## config.mk

```make
export PLATFORM = sky130hd
export DESIGN_NAME = standby_mode_control
export DESIGN_NICKNAME = d
export VERILOG_FILES = /design/src/inc/standby_pkg.sv /design/src/verilog/standby_mode_control.sv
export VERILOG_INCLUDE_DIRS = /design/src /design/src/inc
export SDC_FILE = /design/constraint.sdc
export NUM_CORES = 1
export LEC_CHECK = 0
export BUFFER_PORTS_ARGS = -buffer_cell sky130_fd_sc_hd__buf_2
export CAP_MARGIN = 0
export CORE_AREA = 3 3 40 42
export DETAILED_ROUTE_END_ITERATION = 12
export DIE_AREA = 0 0 43 45
export SYNTH_ARGS = -nofsm -noshare
export SYNTH_HDL_FRONTEND = slang
export SYNTH_SLANG_ARGS = --single-unit
export TNS_END_PERCENT = 10
```

## constraint.sdc

```tcl
create_clock -name CLK -period 2.8 [get_ports CLK]
set_clock_uncertainty 0.15 [all_clocks]
set_input_delay 0.42 -clock CLK [delete_from_list [all_inputs] [get_ports CLK]]
set_output_delay 0.42 -clock CLK [all_outputs]
set_load 0.02 [all_outputs]
```

## src/inc/standby_params.svh

```systemverilog
// constants for the standby mode controller
// assumes inclusion by bare name from the package and the design file
`ifndef STANDBY_PARAMS_SVH
`define STANDBY_PARAMS_SVH

// oscillator enable vector bit positions
`define OSC_CERAMIC_BIT     0
`define OSC_LOW_RC_BIT      1
`define OSC_MID_RC_BIT      2
`define OSC_VAR_RC_BIT      3
`define OSC_CRYSTAL_BIT     4
`define OSC_COUNT           5

// software oscillator settings after reset: everything stopped
`define OSC_RESET_VALUE     5'h00

// mode request encodings
`define REQ_NONE            2'h0
`define REQ_PAUSE           2'h1
`define REQ_DEEP            2'h2
`define REQ_XTAL            2'h3

`endif

```

## src/inc/standby_pkg.sv

```systemverilog
// types for the standby mode controller
// assumes the params header is on the include path
`include "standby_params.svh"

package standby_pkg;

    typedef enum logic [1:0] {
        ST_RUN   = 2'b00,
        ST_PAUSE = 2'b01,
        ST_DEEP  = 2'b10,
        ST_XTAL  = 2'b11
    } mode_type;

    typedef logic [`OSC_COUNT-1:0] osc_type;

endpackage : standby_pkg

```

## src/verilog/standby_mode_control.sv

```systemverilog
// standby mode controller: cpu pause, deep stop and crystal-keeping stop
// assumes all inputs synchronous to CLK and interrupt requests held until serviced
//
// Operation
// - In the cpu pause mode instruction execution stops while peripherals keep running.
// - Entering the cpu pause mode leaves every oscillator but the low-speed rc as software last set it; the low-speed rc follows software or the watchdog.
// - The cpu pause mode ends on reset pin low, low-voltage reset, watchdog reset or any interrupt.
// - In the deep stop mode both instruction execution and all peripherals are suspended.
// - The deep stop mode stops the ceramic, the mid and var rc and the crystal oscillators; the low-speed rc follows the watchdog.
// - The watchdog timer controls the low-speed rc oscillator directly, also in standby.
// - The deep stop mode ends on reset pin, low-voltage, watchdog, external or port 0 wakes.
// - An interrupt on external inputs two or four, or on zero or one set for level detection, releases the deep stop mode.
// - External inputs zero and one wake a stop mode only while set for level detection.
// - A port 0 interrupt releases either stop mode.
// - The crystal-keeping stop suspends execution and all peripherals but the base timer.
// - The crystal-keeping stop stops the ceramic and the mid and var rc oscillators; the low-speed rc follows the watchdog.
// - The crystal-keeping stop keeps the crystal oscillator as it was at entry.
// - The crystal-keeping stop ends on every deep stop wake plus a base timer interrupt with crystal clock selected.
// - A base timer interrupt wakes the crystal-keeping stop only with crystal clock selected.
`timescale 1ns/10ps
`include "standby_params.svh"

module standby_mode_control
    import standby_pkg::*;
(
    input  wire logic                  CLK,
    input  wire logic                  RSTN,
    input  wire logic [1:0]            MODE_REQ,
    input  wire logic                  MODE_REQ_VALID,
    input  wire logic [`OSC_COUNT-1:0] OSC_SW_EN,
    input  wire logic                  WDT_LOW_RC_EN,
    input  wire logic                  WDT_LOW_RC_STBY_EN,
    input  wire logic                  RESET_PIN_N,
    input  wire logic                  LVD_RESET,
    input  wire logic                  WDT_RESET,
    input  wire logic                  ANY_IRQ,
    input  wire logic                  EXT_IRQ_ZERO,
    input  wire logic                  EXT_IRQ_ONE,
    input  wire logic                  EXT_IRQ_TWO,
    input  wire logic                  EXT_IRQ_FOUR,
    input  wire logic                  EXT_IRQ_ZERO_LEVEL,
    input  wire logic                  EXT_IRQ_ONE_LEVEL,
    input  wire logic                  PORT0_IRQ,
    input  wire logic                  BASE_TIMER_IRQ,
    input  wire logic                  BASE_TIMER_XTAL_SEL,
    output logic                       CPU_RUN,
    output logic                       PERIPH_RUN,
    output logic                       BASE_TIMER_RUN,
    output logic [`OSC_COUNT-1:0]      OSC_EN,
    output logic [1:0]                 MODE,
    output logic                       FULL_RESET,
    output logic                       WAKE
);

    // ----------------------------------------------------------------
    // wake decoding
    // ----------------------------------------------------------------
    mode_type mode_r;
    mode_type mode_nxt;
    logic     xtal_keep_r;
    logic     sys_reset;
    logic     stop_wake;
    logic     wake_now;

    // edge-configured inputs zero and one cannot wake a stop mode
    function automatic logic stop_irq_wake(
        input logic z,
        input logic z_lvl,
        input logic o,
        input logic o_lvl,
        input logic t,
        input logic f,
        input logic p0);
        stop_irq_wake = (z & z_lvl) | (o & o_lvl) | t | f | p0;
    endfunction : stop_irq_wake

    assign sys_reset = ~RESET_PIN_N | LVD_RESET | WDT_RESET;
    assign stop_wake = stop_irq_wake(EXT_IRQ_ZERO, EXT_IRQ_ZERO_LEVEL,
                                     EXT_IRQ_ONE, EXT_IRQ_ONE_LEVEL,
                                     EXT_IRQ_TWO, EXT_IRQ_FOUR,
                                     PORT0_IRQ);

    always_comb begin
        wake_now = 1'b0;
        case (mode_r)
            ST_PAUSE: wake_now = sys_reset | ANY_IRQ;
            ST_DEEP:  wake_now = sys_reset | stop_wake;
            ST_XTAL:  wake_now = sys_reset | stop_wake
                                 | (BASE_TIMER_IRQ & BASE_TIMER_XTAL_SEL);
            default:  wake_now = 1'b0;
        endcase
    end

    // ----------------------------------------------------------------
    // mode state machine
    // ----------------------------------------------------------------
    always_comb begin
        mode_nxt = mode_r;
        case (mode_r)
            ST_RUN: begin
                if (MODE_REQ_VALID && !sys_reset) begin
                    if (MODE_REQ == `REQ_PAUSE) begin
                        mode_nxt = ST_PAUSE;
                    end else if (MODE_REQ == `REQ_DEEP) begin
                        mode_nxt = ST_DEEP;
                    end else if (MODE_REQ == `REQ_XTAL) begin
                        mode_nxt = ST_XTAL;
                    end
                end
            end
            default: begin
                if (wake_now) begin
                    mode_nxt = ST_RUN;
                end
            end
        endcase
    end

    always_ff @(posedge CLK) begin
        if (!RSTN) begin
            mode_r <= ST_RUN;
        end else if (sys_reset) begin
            mode_r <= ST_RUN;
        end else begin
            mode_r <= mode_nxt;
        end
    end

    // crystal state captured on entry so a software change during the mode is ignored
    always_ff @(posedge CLK) begin
        if (!RSTN) begin
            xtal_keep_r <= 1'b0;
        end else if (mode_r == ST_RUN && mode_nxt == ST_XTAL) begin
            xtal_keep_r <= OSC_SW_EN[`OSC_CRYSTAL_BIT];
        end
    end

    // ----------------------------------------------------------------
    // outputs
    // ----------------------------------------------------------------
    always_ff @(posedge CLK) begin
        if (!RSTN) begin
            FULL_RESET <= 1'b1;
            WAKE       <= 1'b0;
        end else begin
            // reset wake restarts the core instead of resuming
            FULL_RESET <= sys_reset;
            WAKE       <= (mode_r != ST_RUN) && wake_now && !sys_reset;
        end
    end

    always_comb begin
        CPU_RUN        = (mode_r == ST_RUN);
        PERIPH_RUN     = (mode_r == ST_RUN) || (mode_r == ST_PAUSE);
        BASE_TIMER_RUN = PERIPH_RUN || (mode_r == ST_XTAL);
        MODE           = mode_r;
        OSC_EN         = OSC_SW_EN;
        if (mode_r == ST_DEEP || mode_r == ST_XTAL) begin
            OSC_EN[`OSC_CERAMIC_BIT] = 1'b0;
            OSC_EN[`OSC_MID_RC_BIT]  = 1'b0;
            OSC_EN[`OSC_VAR_RC_BIT]  = 1'b0;
            OSC_EN[`OSC_LOW_RC_BIT]  = 1'b0;
            OSC_EN[`OSC_CRYSTAL_BIT] = (mode_r == ST_XTAL) ? xtal_keep_r : 1'b0;
        end
        // watchdog keeps its own say over the low-speed rc in any mode
        if (mode_r == ST_RUN || mode_r == ST_PAUSE) begin
            OSC_EN[`OSC_LOW_RC_BIT] = OSC_SW_EN[`OSC_LOW_RC_BIT] | WDT_LOW_RC_EN;
        end else begin
            OSC_EN[`OSC_LOW_RC_BIT] = WDT_LOW_RC_STBY_EN;
        end
    end

    // ----------------------------------------------------------------
    // assertions
    // ----------------------------------------------------------------
    pause_no_cpu_a: assert property (@(posedge CLK) disable iff (!RSTN)
        (mode_r == ST_PAUSE) |-> (!CPU_RUN && PERIPH_RUN))
        else $error("cpu runs or peripherals stop in pause");

    pause_osc_keep_a: assert property (@(posedge CLK) disable iff (!RSTN)
        (mode_r == ST_PAUSE) |-> (OSC_EN[`OSC_CRYSTAL_BIT] == OSC_SW_EN[`OSC_CRYSTAL_BIT]
                                  && OSC_EN[`OSC_CERAMIC_BIT] == OSC_SW_EN[`OSC_CERAMIC_BIT]))
        else $error("pause altered an oscillator");

    pause_exit_a: assert property (@(posedge CLK) disable iff (!RSTN)
        (mode_r == ST_PAUSE && (ANY_IRQ || sys_reset)) |=> (mode_r == ST_RUN))
        else $error("pause not left on wake");

    deep_halt_a: assert property (@(posedge CLK) disable iff (!RSTN)
        (mode_r == ST_DEEP) |-> (!CPU_RUN && !PERIPH_RUN && !BASE_TIMER_RUN))
        else $error("deep stop left logic running");

    deep_osc_off_a: assert property (@(posedge CLK) disable iff (!RSTN)
        (mode_r == ST_DEEP) |-> (OSC_EN[`OSC_CERAMIC_BIT] == 1'b0
                                 && OSC_EN[`OSC_CRYSTAL_BIT] == 1'b0))
        else $error("oscillator runs in deep stop");

    low_rc_wdt_a: assert property (@(posedge CLK) disable iff (!RSTN)
        (mode_r == ST_DEEP) |-> (OSC_EN[`OSC_LOW_RC_BIT] == WDT_LOW_RC_STBY_EN))
        else $error("low rc not under watchdog in standby");

    edge_no_wake_a: assert property (@(posedge CLK) disable iff (!RSTN)
        (mode_r == ST_DEEP && !sys_reset && !EXT_IRQ_TWO && !EXT_IRQ_FOUR && !PORT0_IRQ
         && !EXT_IRQ_ZERO_LEVEL && !EXT_IRQ_ONE_LEVEL) |=> (mode_r == ST_DEEP))
        else $error("edge-configured input woke stop");

    xtal_hold_a: assert property (@(posedge CLK) disable iff (!RSTN)
        (mode_r == ST_XTAL && $past(mode_r) == ST_XTAL)
        |-> (OSC_EN[`OSC_CRYSTAL_BIT] == $past(OSC_EN[`OSC_CRYSTAL_BIT])))
        else $error("crystal state changed in crystal stop");

    base_wake_a: assert property (@(posedge CLK) disable iff (!RSTN)
        (mode_r == ST_XTAL && BASE_TIMER_IRQ && BASE_TIMER_XTAL_SEL) |=> (mode_r == ST_RUN))
        else $error("base timer did not wake crystal stop");

    reset_full_a: assert property (@(posedge CLK) disable iff (!RSTN)
        (mode_r != ST_RUN && sys_reset) |=> (FULL_RESET && !WAKE && mode_r == ST_RUN))
        else $error("reset wake resumed instead of reset");

    pause_bt_run_a: assert property (@(posedge CLK) disable iff (!RSTN)
        (mode_r == ST_PAUSE) |-> BASE_TIMER_RUN)
        else $error("base timer stopped in pause");

    pause_rc_keep_a: assert property (@(posedge CLK) disable iff (!RSTN)
        (mode_r == ST_PAUSE) |-> (OSC_EN[`OSC_MID_RC_BIT] == OSC_SW_EN[`OSC_MID_RC_BIT]
                                  && OSC_EN[`OSC_VAR_RC_BIT] == OSC_SW_EN[`OSC_VAR_RC_BIT]))
        else $error("pause altered an rc oscillator");

    pause_stay_a: assert property (@(posedge CLK) disable iff (!RSTN)
        (mode_r == ST_PAUSE && !ANY_IRQ && !sys_reset) |=> (mode_r == ST_PAUSE))
        else $error("pause left without a wake");

    pause_entry_a: assert property (@(posedge CLK) disable iff (!RSTN)
        (mode_r == ST_RUN && MODE_REQ_VALID && MODE_REQ == `REQ_PAUSE && !sys_reset)
        |=> (mode_r == ST_PAUSE))
        else $error("pause request not taken");

    deep_entry_a: assert property (@(posedge CLK) disable iff (!RSTN)
        (mode_r == ST_RUN && MODE_REQ_VALID && MODE_REQ == `REQ_DEEP && !sys_reset)
        |=> (mode_r == ST_DEEP && !CPU_RUN && !PERIPH_RUN))
        else $error("deep stop request not taken");

    deep_rc_off_a: assert property (@(posedge CLK) disable iff (!RSTN)
        (mode_r == ST_DEEP) |-> (OSC_EN[`OSC_MID_RC_BIT] == 1'b0
                                 && OSC_EN[`OSC_VAR_RC_BIT] == 1'b0))
        else $error("rc oscillator runs in deep stop");

    deep_exit_a: assert property (@(posedge CLK) disable iff (!RSTN)
        (mode_r == ST_DEEP && (!RESET_PIN_N || LVD_RESET || WDT_RESET || PORT0_IRQ
                               || EXT_IRQ_TWO || EXT_IRQ_FOUR)) |=> (mode_r == ST_RUN))
        else $error("deep stop not left on wake");

    deep_base_ignore_a: assert property (@(posedge CLK) disable iff (!RSTN)
        (mode_r == ST_DEEP && !sys_reset && !stop_wake) |=> (mode_r == ST_DEEP))
        else $error("deep stop left without a wake");

    deep_ext_wake_a: assert property (@(posedge CLK) disable iff (!RSTN)
        (mode_r == ST_DEEP && ((EXT_IRQ_ZERO && EXT_IRQ_ZERO_LEVEL)
                               || (EXT_IRQ_ONE && EXT_IRQ_ONE_LEVEL)
                               || EXT_IRQ_TWO || EXT_IRQ_FOUR)) |=> (mode_r == ST_RUN))
        else $error("external input did not wake deep stop");

    port0_wake_a: assert property (@(posedge CLK) disable iff (!RSTN)
        ((mode_r == ST_DEEP || mode_r == ST_XTAL) && PORT0_IRQ) |=> (mode_r == ST_RUN))
        else $error("port 0 input did not wake stop");

    xtal_halt_a: assert property (@(posedge CLK) disable iff (!RSTN)
        (mode_r == ST_XTAL) |-> (!CPU_RUN && !PERIPH_RUN && BASE_TIMER_RUN))
        else $error("crystal stop runs the wrong logic");

    xtal_osc_off_a: assert property (@(posedge CLK) disable iff (!RSTN)
        (mode_r == ST_XTAL) |-> (OSC_EN[`OSC_CERAMIC_BIT] == 1'b0
                                 && OSC_EN[`OSC_MID_RC_BIT] == 1'b0
                                 && OSC_EN[`OSC_VAR_RC_BIT] == 1'b0))
        else $error("oscillator runs in crystal stop");

    xtal_entry_keep_a: assert property (@(posedge CLK) disable iff (!RSTN)
        (mode_r == ST_RUN && MODE_REQ_VALID && MODE_REQ == `REQ_XTAL && !sys_reset)
        |=> (mode_r == ST_XTAL
             && OSC_EN[`OSC_CRYSTAL_BIT] == $past(OSC_SW_EN[`OSC_CRYSTAL_BIT])))
        else $error("crystal state not kept at entry");

    xtal_low_rc_a: assert property (@(posedge CLK) disable iff (!RSTN)
        (mode_r == ST_XTAL) |-> (OSC_EN[`OSC_LOW_RC_BIT] == WDT_LOW_RC_STBY_EN))
        else $error("low rc not under watchdog in crystal stop");

    pause_low_rc_a: assert property (@(posedge CLK) disable iff (!RSTN)
        (mode_r == ST_PAUSE) |-> (OSC_EN[`OSC_LOW_RC_BIT]
                                  == (OSC_SW_EN[`OSC_LOW_RC_BIT] | WDT_LOW_RC_EN)))
        else $error("low rc lost watchdog control in pause");

    xtal_exit_a: assert property (@(posedge CLK) disable iff (!RSTN)
        (mode_r == ST_XTAL && (!RESET_PIN_N || LVD_RESET || WDT_RESET || PORT0_IRQ
                               || EXT_IRQ_TWO || EXT_IRQ_FOUR)) |=> (mode_r == ST_RUN))
        else $error("crystal stop not left on wake");

    xtal_level_wake_a: assert property (@(posedge CLK) disable iff (!RSTN)
        (mode_r == ST_XTAL && ((EXT_IRQ_ZERO && EXT_IRQ_ZERO_LEVEL)
                               || (EXT_IRQ_ONE && EXT_IRQ_ONE_LEVEL))) |=> (mode_r == ST_RUN))
        else $error("level input did not wake crystal stop");

    base_no_wake_a: assert property (@(posedge CLK) disable iff (!RSTN)
        (mode_r == ST_XTAL && !sys_reset && !stop_wake && !BASE_TIMER_XTAL_SEL)
        |=> (mode_r == ST_XTAL))
        else $error("base timer woke without crystal clock");

    pin_wake_a: assert property (@(posedge CLK) disable iff (!RSTN)
        ((mode_r == ST_DEEP || mode_r == ST_XTAL) && (EXT_IRQ_TWO
         || (EXT_IRQ_ZERO && EXT_IRQ_ZERO_LEVEL) || (EXT_IRQ_ONE && EXT_IRQ_ONE_LEVEL)))
        |=> (mode_r == ST_RUN))
        else $error("wake pin did not end stop");

    reset_to_run_a: assert property (@(posedge CLK) disable iff (!RSTN)
        sys_reset |=> (mode_r == ST_RUN && FULL_RESET))
        else $error("system reset did not force run");

    wake_resume_a: assert property (@(posedge CLK) disable iff (!RSTN)
        WAKE |-> !FULL_RESET)
        else $error("resume and full reset together");

    wake_pulse_a: assert property (@(posedge CLK) disable iff (!RSTN)
        WAKE |=> !WAKE)
        else $error("wake longer than one cycle");

endmodule : standby_mode_control
```

### Yosys cells after proc, flatten, opt, wreduce, memory -nomap -nowiden

Cells that the tools add are included.

| operators by class | value |
|---|---|
| equal/unequal tests | 7 |
| muxes and demuxes | 10 |
| bitwise gates (word level) | 15 |
| reductions and logical operators | 11 |

Operator list:

| operator | number |
|---|---|
| two-way mux 2 bit | 6 |
| equality test 2 bit (second input constant) | 5 |
| bitwise OR 1 bit | 10 |
| two-way mux 5 bit | 1 |
| equality test 2 x 1 -> 1 bit (second input constant) | 2 |
| logical AND 1 bit | 4 |
| bitwise AND 1 bit | 3 |
| logical OR 1 bit | 3 |
| case mux 1 bit (3 select lines) | 1 |
| zero test 2 bit | 1 |
| two-way mux 1 bit | 2 |
| inverter 1 bit | 2 |
| nonzero test 2 bit | 1 |
| OR reduction 2 bit | 1 |
| zero test 1 bit | 1 |

| word-level totals | value |
|---|---|
| register bits | 5 |
| input port bits | 25 |
| output and inout port bits | 12 |
| word-level logic and storage cells | 47 |

### Logic depth before layout (Yosys ltp)

| depth | value |
|---|---|
| depth in word-level cells | 12 |
| gate-level depth with buffers | 3 |
| depth with buffers taken out | 3 |

### Least setup slack after synthesis

OpenSTA, ideal clock, no wires.

| timing path | value |
|---|---|
| path kind | reg2out |
| from | register mode_r[1] (netlist: MODE[1]) |
| to | output OSC_EN[4] |
| data arrival time | 1.116 ns |
| required time | 2.230 ns |
| path slack | 1.114 ns |
| stages on the path, launching flop included | 4 |
| path buffers | 1 |
| cell sequence | dfxtp_1 > clkbuf_1 > nand3_1 > o21ai_1 |

| between the ends | value |
|---|---|
| cells in the longest elaborated chain, start to end | 3 |
| elaborated cells between the ends (all ways) | 5 |
| those cells by class | eq/ne: 2; mux: 2; reduce/logical: 1 |

RTL lines:

| what | RTL line | text |
|---|---|---|
| start, declared | standby_mode_control.sv:58 | `mode_type mode_r;` |
| start signal, assigned | standby_mode_control.sv:125 | `mode_r <= mode_nxt;` |
| equality test 2 bit, on equally long branches | standby_mode_control.sv:158, standby_mode_control.sv:163 |  |
| two-way mux 1 bit / logical OR 1 bit (equally long branches) | standby_mode_control.sv:163, standby_mode_control.sv:158 |  |
| two-way mux 5 bit * | standby_mode_control.sv:158 | `if (mode_r == ST_DEEP \|\| mode_r == ST_XTAL) begin` |
| end, declared | standby_mode_control.sv:49 | `` output logic [`OSC_COUNT-1:0] OSC_EN, `` |

Every way passes the cells marked *; elsewhere a longest branch is shown, timed or not.

### Final worst setup path

Ends and elaborated chain as after synthesis.

==> reports/results.ini <==
[run_status]
status=complete, no violations

[die]
dieArea_um2=1940
core.rowCount=13
start_util_pct=25.6
num_io_pins=37
fp.dieH_um=45
coreArea_um2=1280
die_w_um=43

[setup_path]
critical_path.max_fanout=15
worstPathArrival_ns=1.23
start_kind=flip-flop
path_cells=nand3_1, o21ai_1, buf_2
slowest_delay_ns=0.58
cp_slowest_cell=dfxtp_1
required_ns=2.23
crit_type=reg2out
critPathCaptureType=output pin
timing.critical_path.max_delay_family=flip-flops
timing.critical_path.buf_inv=1

[placed_design]
numPortBuffers=36
place.gp.congestion=0.759
dp_hpwl_um=740

[detailed_routing]
wl_per_cell_um=9.75
drt_iter0_drc=4
drc=0
vias=400
drtPass1Iterations=4
drt-total-wl_um=897
vias_per_cell=4.35
ant_nets=0

[logic_synthesis]
synth_top_area_share_pct=30.4
syn_area_um2=329
synthFlopType=dfxtp_1
ys_types=22
ys_ff_latch=5
synth-edff-count=0
syn_inst=38
synthArstFlopShare_pct=0
syn_area_per_cell_um2=8.66
yosys.area.top_type=dfxtp_1
syn_nets=63
ys_seq_area_share_pct=30.4
synth_warnings=0
synth.area.top_cells=dfxtp_1, nand4bb_4, nor2b_1

[clock_network]
cts_made_buffers=3
cts_buffer_depth=2
post_cts_buffers=0
cts_max_level=1
insertion_delay_ns=0.24
cts_tree=yes
cts_resized=0
root_buffer=clkbuf_4
cts.sinks=5
clk_pin_slew_ns=0.05
ctsHoldBuffers=0

[power]
p_int_uw=149
cellLeakagePower_uw=0.000244
ir_drop_v=0.000166
switching_share_pct=25.5
clkPwrFrac_pct=41.9
power_density_nw_per_um2=362
pwr-share-comb_pct=21.4
switchingPower_uw=50.8
pwr-share-seq_pct=36.7

[timing]
hold_viol_final=0
finalSetupViolations=0
min_period_ns=1.80
finalMaxSlewViolations=0
tightestPinTransition_ns=0.443
maxSlewHeadroom_pct=70.4
rsz0062_at_grt=false
max_freq_ghz=0.555
post-route-period-util_pct=64.4
fin_tns_setup_ns=0

[flow_run]
cap_viol_max_count=0

[grt]
antenna_found_initial=0
track_usage_pct=9.34
grt_pass1_wl_um=1400
grt_pass1_vias=335
grt_max_degree=16
grt_overflow=0

[final_layout]
post-route-util_pct=42.8
nets=103
areaGrowthSynthToFinish_pct=67.3
diodes=0
layout-drive-gt1-share_pct=55.8

[worst_hold_path]
hold_path.class=in2reg

worst paths after layout:
kind / start / endpoint / slack (ns) / cells past startpoint
hold / removal: OSC_SW_EN[4] / xtal_keep_r$_SDFFE_PN0P_ / 0.28 / 3
hold reg to reg: xtal_keep_r$_SDFFE_PN0P_ / xtal_keep_r$_SDFFE_PN0P_ / 0.32 / 2
setup / recovery: MODE[1]$_SDFF_PP0_ / OSC_EN[4] / 1.0 / 3
setup reg to reg: MODE[1]$_SDFF_PP0_ / xtal_keep_r$_SDFFE_PN0P_ / 1.27 / 3
sequential cells by signal, indices dropped and copies added (netlist names):
name         cells
FULL_RESET       1
MODE             2
WAKE             1
xtal_keep_r      1
through the flow:
| step | setup WS [ns] | cells | hold slack, ns | cell area, um^2 | total power, uW |
|---|---|---|---|---|---|
| after floorplan | 1.11 | 38 | 0.285 | 329 | 92.8 |
| after global placement | 1.27 | 88 | 0.301 | 524 | 117 |
| after detailed placement | 1.25 | 88 | 0.304 | 524 | 117 |
| after CTS | 0.989 | 92 | 0.292 | 551 | 200 |
| after global routing | 0.867 | 92 | 0.298 | 551 | 211 |
| final | 0.997 | 92 | 0.285 | 551 | 199 |
power groups by stage:
stage               combinational (uW)  clock (uW)  sequential, uW
floorplan                         17.9           0            74.9
global placement                  42.6           0            74.4
detailed placement                42.8           0            74.5
CTS                               43.1        84.2            73.2
global route                      47.0        90.9            73.3
finish                            42.7        83.5            73.2
cell type report:
type                       instances  area (um^2)
fill                             137          734
timing repair buffer              36          180
sequential                         5          100
inverter                           2         7.51
tap                               15         18.8
multi-input combinational         30          218
clock buffer                       4         26.3
kinds of logic after synthesis:
logic type | Yosys count | synth area share [%]
and+or+nand+nor | 22 | 47.5
AOI/OAI and AO/OA | 7 | 15.6
DFF | 5 | 30.4
buffers and inverters | 3 | 3.42
muxes | 1 | 3.04
per-layer routing:
layer	vias to the layer above	GRT usage, %	routed length (um)
li1	216	-	-
met5	-	0	0
met2	21	14.1	424
met1	163	12.6	390
met4	0	5.42	0
met3	0	1.59	82
Yosys cell counts (all sizes together) (2+ instances only):
cell,instances
nor2b,3
nand2b,2
inv,2
nor3b,2
dfxtp,5
o21ai,2
nor2,2
a21oi,2
nand3,3
nand2,4
tightest hold or removal path, delay by kind of cell:
kind | cells | cell delay, ns
buffers and inverters | 1 | 0.10
multiplexers | 1 | 0.05
AND/OR/NAND/NOR | 1 | 0.05
layout by cell type (no fill, tap or decap):
cell and n:
nand3b_1 1, buf_2 36, nor3b_1 1, nand3_1 3, o21ai_1 2, clkbuf_1 1
nor4b_1 1, nand4_1 1, or2b_4 1, nand4bb_4 1, mux2i_1 1, nand2_1 4
and2_1 1, inv_1 2, a21oi_1 2, nor3b_2 1, o32ai_1 1, a22oi_1 1
a2111oi_2 1, nor2_1 2, nand2b_1 2, dfxtp_1 5, nor2b_1 3, clkbuf_4 3
No activity file was read; power rests on OpenSTA's default activity.
